<file path="config.mk">
export PLATFORM = sky130hd
export DESIGN_NAME = ewsf_top
export DESIGN_NICKNAME = d
export VERILOG_FILES = /design/src/rtl/ewsf_pkg.sv /design/src/rtl/ewsf_tag_delay.sv /design/src/rtl/ewsf_pos_offset.sv /design/src/rtl/ewsf_top.sv
export VERILOG_INCLUDE_DIRS = /design/src /design/src/rtl
export SDC_FILE = /design/constraint.sdc
export NUM_CORES = 1
export LEC_CHECK = 0
export ABC_CLOCK_PERIOD_IN_PS = 1650
export BUFFER_PORTS_ARGS = -buffer_cell sky130_fd_sc_hd__buf_2
export CAP_MARGIN = 10
export CELL_PAD_IN_SITES_DETAIL_PLACEMENT = 0
export CELL_PAD_IN_SITES_GLOBAL_PLACEMENT = 1
export CORE_UTILIZATION = 32
export CTS_CLUSTER_SIZE = 28
export DETAILED_ROUTE_END_ITERATION = 7
export HOLD_SLACK_MARGIN = 0.05
export PLACE_DENSITY_LB_ADDON = 0.1
export SETUP_SLACK_MARGIN = 0.05
export SLEW_MARGIN = 30
export SYNTH_ARGS = -nofsm -noshare
export SYNTH_HDL_FRONTEND = slang
export SYNTH_SLANG_ARGS = --single-unit
</file>
<file path="constraint.sdc">
create_clock -name clk_i -period 1.65 [get_ports clk_i]
set_input_delay 0.165 -clock clk_i [delete_from_list [all_inputs] [get_ports clk_i]]
set_output_delay 0.165 -clock clk_i [all_outputs]
set_load 0.005 [all_outputs]
</file>
<file path="src/rtl/ewsf_defs.svh">
// Constant definitions for the event word selector and FIFO writer
`ifndef EWSF_DEFS_SVH
`define EWSF_DEFS_SVH
`define EWSF_POS_W        8
`define EWSF_WORD_W       23
`define EWSF_TAG_W        4
`define EWSF_SUB_W        3
`define EWSF_MODE_W       3
`define EWSF_TAP_N        5
`define EWSF_TAG_STAGES   3
`define EWSF_FIFO_DEPTH   512
`define EWSF_X_OFFSET     8'h00
`define EWSF_Y_OFFSET     8'h00
`define EWSF_MODE_RESET   3'h0
`define EWSF_TAG_LSB      0
`define EWSF_X_LSB        4
`define EWSF_Y_LSB        13
`define EWSF_DBL_BIT      22
`define EWSF_MN_A_LSB     4
`define EWSF_MN_B_LSB     13
`define EWSF_ENG_CODE_A   4'h1
`define EWSF_ENG_CODE_B   4'h2
// Cycles between writes; two lets pairs and close events through
`define EWSF_WRITE_GAP    2
`endif

</file>
<file path="src/rtl/ewsf_pkg.sv">
// Types shared by the event word selector and FIFO writer
package ewsf_pkg;
    typedef enum logic [2:0] {
        EWSF_LO_WIN,
        EWSF_LO_FULL,
        EWSF_HI_WIN,
        EWSF_HI_FULL,
        EWSF_X_MN,
        EWSF_Y_MN,
        EWSF_HEIGHT,
        EWSF_ENERGY
    } ewsf_mode_e;
    typedef logic [22:0] ewsf_word_t;
endpackage

</file>
<file path="src/rtl/ewsf_tag_delay.sv">
// Window tag delay: stages loading on inverted X lsb
`timescale 1ns/100ps
`include "ewsf_defs.svh"
module ewsf_tag_delay #(
    parameter int STAGES = `EWSF_TAG_STAGES,
    parameter int W      = `EWSF_TAG_W
) (
    input  wire logic         clk_i,
    input  wire logic         rst_i,
    input  wire logic         x_count_lsb_i,
    input  wire logic [W-1:0] window_tag_raw_i,
    output logic      [W-1:0] window_tag_aligned_o
);
    initial
    begin
        if (STAGES < 1 || W < 1)
            $error("ewsf_tag_delay: bad parameters");
    end
    logic [W-1:0] stage_r   [STAGES];
    logic [W-1:0] stage_nxt [STAGES];
    always_comb
    begin
        stage_nxt[0] = stage_r[0];
        if (!x_count_lsb_i)
            stage_nxt[0] = window_tag_raw_i;
        for (int i = 1; i < STAGES; i++)
        begin
            stage_nxt[i] = stage_r[i];
            if (!x_count_lsb_i)
                stage_nxt[i] = stage_r[i-1];
        end
    end
    always_ff @(posedge clk_i)
    begin
        for (int i = 0; i < STAGES; i++)
        begin
            if (rst_i)
                stage_r[i] <= '0;
            else
                stage_r[i] <= stage_nxt[i];
        end
    end
    assign window_tag_aligned_o = stage_r[STAGES-1];
endmodule

</file>
<file path="src/rtl/ewsf_pos_offset.sv">
// X and Y position offset adders
`timescale 1ns/100ps
`include "ewsf_defs.svh"
module ewsf_pos_offset #(
    parameter logic [7:0] X_OFFSET = `EWSF_X_OFFSET,
    parameter logic [7:0] Y_OFFSET = `EWSF_Y_OFFSET
) (
    input  wire logic       clk_i,
    input  wire logic       rst_i,
    input  wire logic [7:0] x_pixel_count_i,
    input  wire logic [7:0] y_row_count_i,
    output logic      [7:0] x_pixel_adjusted_o,
    output logic      [7:0] y_row_adjusted_o
);
    logic [7:0] x_adj_r;
    logic [7:0] x_adj_nxt;
    always_comb
    begin
        x_adj_nxt = 8'(x_pixel_count_i + X_OFFSET);
    end
    always_ff @(posedge clk_i)
    begin
        if (rst_i)
            x_adj_r <= 8'h00;
        else
            x_adj_r <= x_adj_nxt;
    end
    assign x_pixel_adjusted_o = x_adj_r;
    assign y_row_adjusted_o   = 8'(y_row_count_i + Y_OFFSET);
endmodule

</file>
<file path="src/rtl/ewsf_top.sv">
// Event word selector and FIFO write control
// Functional notes
// - Only low 8 bits of X and Y counters used; wrap allowed.
// - Fixed strapped offsets added to X and Y counters.
// - Adjusted Y is plain unregistered 8 bit sum.
// - Adjusted X sum registered every clock.
// - Event word is 23 bits; parity added downstream.
// - 3 bit mode latch loaded by strobe, readable in status.
// - Window tags delayed through a further 3 stages after external 2 cycle stage.
// - Tag delay stages load on inverted X count lsb.
// - All fields for the mode valid in the same cycle.
// - Mode selects one event detect tap as write trigger.
// - Mode 0 layout: tag, 9 bit X, 9 bit Y, double flag.
// - Formatted word captured in holding latch on chosen detect.
// - Write rate at most one per two clocks into 512 deep FIFO.
// - Write suppressed and word dropped while FIFO full.
// - Writes only while integration active, changed at frame transfer end.
// - Qualified event gives one cycle active low write pulse next clock.
// - Events two cycles apart are both written.
// - Modes 4-7 write one word per event, pair member alternating on each detect.
// - Effective low mode bit follows request unless top bit set.
// - Captured low bit samples effective bit on each word latch.
// - Mode codes 0..7 as low/high res, window/full, engineering.
`timescale 1ns/100ps
`include "ewsf_defs.svh"
module ewsf_top #(
    parameter logic [7:0] X_OFFSET   = `EWSF_X_OFFSET,
    parameter logic [7:0] Y_OFFSET   = `EWSF_Y_OFFSET,
    parameter int         TAG_STAGES = `EWSF_TAG_STAGES,
    parameter int         WRITE_GAP  = `EWSF_WRITE_GAP
) (
    input  wire logic        clk_i,
    input  wire logic        rst_i,
    input  wire logic [7:0]  x_pixel_count_i,
    input  wire logic [7:0]  y_row_count_i,
    input  wire logic [2:0]  x_subpixel_i,
    input  wire logic [2:0]  y_subpixel_i,
    input  wire logic        double_count_i,
    input  wire logic [3:0]  window_tag_raw_i,
    input  wire logic [7:0]  event_height_i,
    input  wire logic [7:0]  event_energy_i,
    input  wire logic [15:0] x_mn_i,
    input  wire logic [15:0] y_mn_i,
    input  wire logic [15:0] y_mn_late_i,
    input  wire logic [4:0]  event_detect_taps_i,
    input  wire logic        mode_load_strobe_n_i,
    input  wire logic [2:0]  mode_data_i,
    input  wire logic        integration_request_i,
    input  wire logic        frame_transfer_sync_n_i,
    input  wire logic        fifo_full_n_i,
    output logic [22:0]      fifo_input_word_o,
    output logic             fifo_write_n_o,
    output logic [2:0]       mode_status_o,
    output logic             integration_active_o,
    output logic             write_dropped_o
);
    initial
    begin
        if (WRITE_GAP < 1 || WRITE_GAP > 256)
            $error("ewsf_top: WRITE_GAP out of range");
        if (TAG_STAGES < 1)
            $error("ewsf_top: TAG_STAGES must be at least one");
    end

    // Pin synchronisers
    logic [4:0] tap_s1_r, tap_s2_r;
    logic [2:0] md_s1_r, md_s2_r;
    logic [3:0] ctl_s1_r, ctl_s2_r;
    always_ff @(posedge clk_i)
    begin
        if (rst_i)
        begin
            tap_s1_r <= 5'h00;
            tap_s2_r <= 5'h00;
            md_s1_r  <= 3'h0;
            md_s2_r  <= 3'h0;
            ctl_s1_r <= 4'hF;
            ctl_s2_r <= 4'hF;
        end
        else
        begin
            tap_s1_r <= event_detect_taps_i;
            tap_s2_r <= tap_s1_r;
            md_s1_r  <= mode_data_i;
            md_s2_r  <= md_s1_r;
            ctl_s1_r <= {mode_load_strobe_n_i, integration_request_i, frame_transfer_sync_n_i, fifo_full_n_i};
            ctl_s2_r <= ctl_s1_r;
        end
    end
    wire logic strobe_n_s = ctl_s2_r[3];
    wire logic int_req_s  = ctl_s2_r[2];
    wire logic frame_transfer_sync_n_n_s  = ctl_s2_r[1];
    wire logic full_n_s   = ctl_s2_r[0];

    logic [7:0] x_adj;
    logic [7:0] y_adj;
    ewsf_pos_offset #(
        .X_OFFSET (X_OFFSET),
        .Y_OFFSET (Y_OFFSET)
    ) u_pos (
        .clk_i              (clk_i),
        .rst_i              (rst_i),
        .x_pixel_count_i    (x_pixel_count_i),
        .y_row_count_i      (y_row_count_i),
        .x_pixel_adjusted_o (x_adj),
        .y_row_adjusted_o   (y_adj)
    );
    logic [3:0] tag_aligned;
    ewsf_tag_delay #(
        .STAGES (TAG_STAGES),
        .W      (`EWSF_TAG_W)
    ) u_tag (
        .clk_i                (clk_i),
        .rst_i                (rst_i),
        .x_count_lsb_i        (x_pixel_count_i[0]),
        .window_tag_raw_i     (window_tag_raw_i),
        .window_tag_aligned_o (tag_aligned)
    );

    // Control state
    logic [2:0]  mode_r, mode_nxt;
    logic        strobe_d_r, strobe_d_nxt;
    logic        frame_transfer_sync_n_d_r, frame_transfer_sync_n_d_nxt;
    logic        integration_active_r, integration_active_nxt;
    logic        mode_low_eff_r, mode_low_eff_nxt;
    logic        mode_low_cap_r, mode_low_cap_nxt;
    logic [22:0] word_r, word_nxt;
    logic        wr_n_r, wr_n_nxt;
    logic        drop_r, drop_nxt;
    logic [7:0]  gap_r, gap_nxt;

    wire logic mode_top_bit       = mode_r[2];
    wire logic mode_mid_bit       = mode_r[1];
    wire logic mode_low_requested = mode_r[0];
    wire logic [2:0] mode_eff     = {mode_top_bit, mode_mid_bit, mode_low_eff_r};

    // Detect tap per effective mode
    function automatic logic pick_tap(input logic [2:0] m, input logic [4:0] t);
        unique case (ewsf_pkg::ewsf_mode_e'(m))
            ewsf_pkg::EWSF_LO_WIN:  pick_tap = t[2];
            ewsf_pkg::EWSF_LO_FULL: pick_tap = t[2];
            ewsf_pkg::EWSF_HI_WIN:  pick_tap = t[2];
            ewsf_pkg::EWSF_HI_FULL: pick_tap = t[2];
            ewsf_pkg::EWSF_X_MN:    pick_tap = t[0];
            ewsf_pkg::EWSF_Y_MN:    pick_tap = t[1];
            ewsf_pkg::EWSF_HEIGHT:  pick_tap = t[3];
            ewsf_pkg::EWSF_ENERGY:  pick_tap = t[4];
        endcase
    endfunction

    // Word formatter
    function automatic ewsf_pkg::ewsf_word_t fmt(input logic [2:0] m);
        ewsf_pkg::ewsf_word_t w;
        w = '0;
        w[`EWSF_DBL_BIT] = double_count_i;
        unique case (ewsf_pkg::ewsf_mode_e'(m))
            ewsf_pkg::EWSF_LO_WIN, ewsf_pkg::EWSF_LO_FULL:
            begin
                w[`EWSF_TAG_LSB +: 4] = tag_aligned;
                w[`EWSF_X_LSB +: 9]   = {x_adj[6:0], x_subpixel_i[2:1]};
                w[`EWSF_Y_LSB +: 9]   = {y_adj[6:0], y_subpixel_i[2:1]};
            end
            ewsf_pkg::EWSF_HI_WIN, ewsf_pkg::EWSF_HI_FULL:
            begin
                w[`EWSF_TAG_LSB +: 4] = tag_aligned;
                w[`EWSF_X_LSB +: 9]   = {x_adj[5:0], x_subpixel_i};
                w[`EWSF_Y_LSB +: 9]   = {y_adj[5:0], y_subpixel_i};
            end
            ewsf_pkg::EWSF_X_MN:
            begin
                w[`EWSF_TAG_LSB +: 4]  = `EWSF_ENG_CODE_A;
                w[`EWSF_MN_A_LSB +: 8] = x_mn_i[7:0];
                w[`EWSF_MN_B_LSB +: 8] = x_mn_i[15:8];
            end
            ewsf_pkg::EWSF_Y_MN:
            begin
                w[`EWSF_TAG_LSB +: 4]  = `EWSF_ENG_CODE_B;
                w[`EWSF_MN_A_LSB +: 8] = y_mn_late_i[7:0];
                w[`EWSF_MN_B_LSB +: 8] = y_mn_late_i[15:8];
            end
            ewsf_pkg::EWSF_HEIGHT:
            begin
                w[`EWSF_TAG_LSB +: 4]  = `EWSF_ENG_CODE_A;
                w[`EWSF_MN_A_LSB +: 8] = event_height_i;
            end
            ewsf_pkg::EWSF_ENERGY:
            begin
                w[`EWSF_TAG_LSB +: 4]  = `EWSF_ENG_CODE_B;
                w[`EWSF_MN_A_LSB +: 8] = event_energy_i;
            end
        endcase
        return w;
    endfunction

    // Write qualification
    logic chosen;
    logic qualified;
    always_comb
    begin
        chosen    = pick_tap(mode_eff, tap_s2_r);
        qualified = chosen && full_n_s && integration_active_r && (gap_r == 8'h00);
    end

    // Mode latch
    always_comb
    begin
        mode_nxt     = mode_r;
        strobe_d_nxt = strobe_n_s;
        if (strobe_d_r && !strobe_n_s)
            mode_nxt = md_s2_r;
    end
    always_ff @(posedge clk_i)
    begin
        if (rst_i)
        begin
            mode_r     <= `EWSF_MODE_RESET;
            strobe_d_r <= 1'b1;
        end
        else
        begin
            mode_r     <= mode_nxt;
            strobe_d_r <= strobe_d_nxt;
        end
    end

    // Integration active latch, changed only at frame transfer end
    always_comb
    begin
        frame_transfer_sync_n_d_nxt = frame_transfer_sync_n_n_s;
        integration_active_nxt = integration_active_r;
        if (!frame_transfer_sync_n_d_r && frame_transfer_sync_n_n_s)
            integration_active_nxt = int_req_s;
    end
    always_ff @(posedge clk_i)
    begin
        if (rst_i)
        begin
            frame_transfer_sync_n_d_r <= 1'b1;
            integration_active_r <= 1'b0;
        end
        else
        begin
            frame_transfer_sync_n_d_r <= frame_transfer_sync_n_d_nxt;
            integration_active_r <= integration_active_nxt;
        end
    end

    // Pair logic
    always_comb
    begin
        mode_low_cap_nxt = mode_low_cap_r;
        if (chosen)
            mode_low_cap_nxt = mode_low_eff_r;
        mode_low_eff_nxt = mode_top_bit ? ~mode_low_cap_nxt : mode_low_requested;
    end
    always_ff @(posedge clk_i)
    begin
        if (rst_i)
        begin
            mode_low_eff_r <= 1'b0;
            mode_low_cap_r <= 1'b0;
        end
        else
        begin
            mode_low_eff_r <= mode_low_eff_nxt;
            mode_low_cap_r <= mode_low_cap_nxt;
        end
    end

    // Holding word and write strobe
    always_comb
    begin
        // Word latched even when the write is refused
        word_nxt = word_r;
        if (chosen)
            word_nxt = fmt(mode_eff);
        wr_n_nxt = !qualified;
        drop_nxt = chosen && !qualified;
        // Gap counter spaces successive writes
        gap_nxt  = gap_r;
        if (qualified)
            gap_nxt = 8'(WRITE_GAP - 1);
        else if (gap_r != 8'h00)
            gap_nxt = gap_r - 8'h01;
    end
    always_ff @(posedge clk_i)
    begin
        if (rst_i)
        begin
            word_r <= '0;
            wr_n_r <= 1'b1;
            drop_r <= 1'b0;
            gap_r  <= 8'h00;
        end
        else
        begin
            word_r <= word_nxt;
            wr_n_r <= wr_n_nxt;
            drop_r <= drop_nxt;
            gap_r  <= gap_nxt;
        end
    end

    assign fifo_input_word_o    = word_r;
    assign fifo_write_n_o       = wr_n_r;
    assign mode_status_o        = mode_r;
    assign integration_active_o = integration_active_r;
    assign write_dropped_o      = drop_r;
endmodule

</file>
==> results.tsv <==
metric	value	unit
max-slew violation count	0	
final setup violation count	0	
Req. time, crit path	1930	ps
CP endpoint kind	flip-flop	
Worst Setup Start Kind	flip-flop	
Die ar.	11300	um^2
commonest cells in the netlist	84 x dfxtp_1, 53 x nor2_1, 39 x mux2i_1	
initial antenna violation count	0	
Setup Fix Bufs, Post-CTS	0	
ys flop type	dfxtp_1	
Clock Latency Late Sink	350	ps
Hold Crit Class	in2reg	
CTS Buf Count	9	
# clock sinks	84	
routed vias	3027	
Pleak	2.02	nW
sequential-to-total area share from yosys stat	48.2	%
Slowest Stage Delay on Critical Path	510	ps
outcome	finished, final reports clean	
drt pass-1 iters	4	
family with the most delay on the worst path	multiplexers	
Die H	106	um
Synth Register Bits	84	
Clk pin slew, worst setup/hold paths	90	ps
ys async rst share	0	%
Fin. Hold Viols	0	
f_max	610	MHz
gr ovfl total	0	
Avg Cell Area, Syn	9.29	um^2
DP HPWL	6060	um
all-layer global routing usage	15.8	%
Max IR drop VDD	0.526	mV
Yosys warning count	0	
Crit path arrival time	1920	ps
Tightest Pin Transition	563	ps
Starting Density	33.4	%
Max Root-Sink Buffers	2	
synth top area cells	dfxtp_1 48%, mux2i_1 11%, nor2_1 5.7%	
max_cap viols	0	
CTS tree	done	
number of vias per cell	4.61	
period utilization	99.3	%
Post-Syn Area	3490	um^2
layout cells sized above 1	32.3	%
Setup CP Type	reg2reg	
diode count	0	
cell taking the most area after synthesis	dfxtp_1	
Pwr Density	1000	nW/um^2
Final Power	0.00478	W
Post-Route WL	8390	um
Critical Path Slowest Stage Cell	mux4_2	
number of global-route vias before repair	2923	
largest net degree at the start of global routing	47	
Core Rows	37	
drc violations	0	
most frequent cell after synthesis	dfxtp_1	
H-tree depth	3	
drt wl/cell	12.8	um
setup_tns	0	ps
share of the synthesized area in the top cell type	48.2	%
RSZ-0062 raised after global routing	true	
Worst slew margin	62.4	%
GPL Wtd Cong	0.727	
Clk Tree Root Cell	clkbuf_8	
Filler Cells Inserted	1097	
1st-iter DRT viols	127	
die width	106	um
number of synthesized flops with an enable pin	0	
core box area	10500	um^2
clk_skew	10.6	ps
NumNets Final	621	
IO Count	134	
P&R area growth vs syn	36.9	%
Gate Count Post-Synth	376	
Buf/Inv on CP	2	
min Tclk post-route	1640	ps
cells along the critical path	mux4_2 > buf_4 > a21oi_4 > buf_12 > o211ai_1 > a21oi_1	
PortBufs	115	
Max FO, Critical Path	13	
antenna-violating nets left	0	
first-pass GRT wire length	14000	um
post-synth cell types	40	
Syn Nets	482	
layout make-up:
cell class              instances  area (um^2)  area share (%)
repair buffers                157         1000            21.0
well taps                     136          170            3.56
clock buffers                  11          141            2.96
inverters                       5         18.8           0.393
clock inverters                 5         83.8            1.75
multi-input cells             258         1680            35.1
flip-flops and latches         84         1680            35.2
metrics by stage:
| stage | setup WS (ps) | utilization [%] | area [um^2] | std cells | hold slack (ps) |
|---|---|---|---|---|---|
| after floorplan | 58.4 | - | 3510 | 376 | 269 |
| after global placement | 26.8 | 41.3 | 4320 | 617 | 349 |
| after detailed placement | 18.0 | 41.3 | 4320 | 617 | 352 |
| after CTS | 9.40 | 45.6 | 4780 | 656 | 143 |
| after global routing | -64.9 | 45.7 | 4780 | 656 | 192 |
| final | 11.1 | 45.7 | 4780 | 656 | 160 |
layout by cell type, fill, tap and decap left out, types with 2 or more instances in the layout:
| master | n |
|---|---|
| bufinv_16 | 2 |
| nand3b_1 | 3 |
| dlygate4sd3_1 | 23 |
| buf_12 | 4 |
| clkinvlp_4 | 2 |
| inv_1 | 5 |
| a22oi_1 | 4 |
| xor2_1 | 3 |
| a211o_1 | 3 |
| nand2b_1 | 10 |
| or2_2 | 10 |
| nand2_1 | 13 |
| nor3_1 | 23 |
| mux2i_1 | 39 |
| nor2b_1 | 27 |
| nand3_1 | 5 |
| o211ai_1 | 2 |
| a311oi_1 | 6 |
| dfxtp_2 | 2 |
| a211oi_1 | 7 |
| o211a_1 | 2 |
| nor3b_1 | 3 |
| clkbuf_8 | 10 |
| a31oi_1 | 6 |
| o221ai_1 | 2 |
| dfxtp_1 | 82 |
| nor2_1 | 53 |
| a21oi_1 | 16 |
| buf_2 | 115 |
| mux2_2 | 2 |
| buf_4 | 14 |
| o21ai_0 | 4 |
| xnor2_1 | 2 |
tightest hold or removal path: stages:
cell      delay (ps)
buf_2             80
a311oi_1          90
nor3_1           120
repair_timing:
action / 4_1_cts / 5_1_grt
gates resized for setup: 1 / 1
pin swaps: 0 / 2
hold buffers: 23 / 0
hold endpoints to repair: 23 / 0
setup endpoints to repair: 17 / 27
logic make-up after synthesis:
kind of cell,after synthesis,share of synthesized area [%]
fa+ha+maj,1,0.358
buf+inv,34,3.98
mux,42,12.5
flops,84,48.2
compound gates,60,12.3
xor+xnor,5,1.25
simple gates,150,21.5
state kept, by name (all words and copies together) (netlist names):
signal	flops
ctl_s1_r	4
ctl_s2_r	4
fifo_input_word_o	23
fifo_write_n_o	1
frame_transfer_sync_n_d_r	1
gap_r	8
integration_active_o	1
md_s1_r	3
md_s2_r	3
mode_low_cap_r	1
mode_low_eff_r	1
mode_status_o	3
strobe_d_r	1
tap_s1_r	5
tap_s2_r	5
u_pos.x_pixel_adjusted_o	7
u_tag.stage_r	12
write_dropped_o	1
report_power, final:
group          internal (W)  switching, W  total [W]  leakage (nW)
clock              0.000900      0.000719    0.00162         0.106
sequential          0.00217     0.0000995    0.00227         0.691
combinational      0.000477      0.000411   0.000889          1.22
metal layers:
metal / track usage (%) / wire length (um) / vias to the layer above
met4: 5.38 / 69 / 0
met3: 3.86 / 453 / 7
li1: - / - / 1584
met2: 24.8 / 3740 / 79
met1: 21.0 / 4130 / 1357
met5: 0 / 0 / -
worst paths after layout:
check                            start                            endpoint  slack, ps  cells after the start
max          mode_low_eff_r$_SDFF_PP0_               gap_r[1]$_SDFFE_PP0P_         10                      6
min                   y_row_count_i[4]  fifo_input_word_o[20]$_SDFFE_PP0P_        160                      3
min reg2reg     ctl_s1_r[2]$_SDFF_PP1_              ctl_s2_r[2]$_SDFF_PP1_        410                      1
max reg2reg  mode_low_eff_r$_SDFF_PP0_               gap_r[1]$_SDFFE_PP0P_         10                      6
Power figures use the tool's default switching activity.
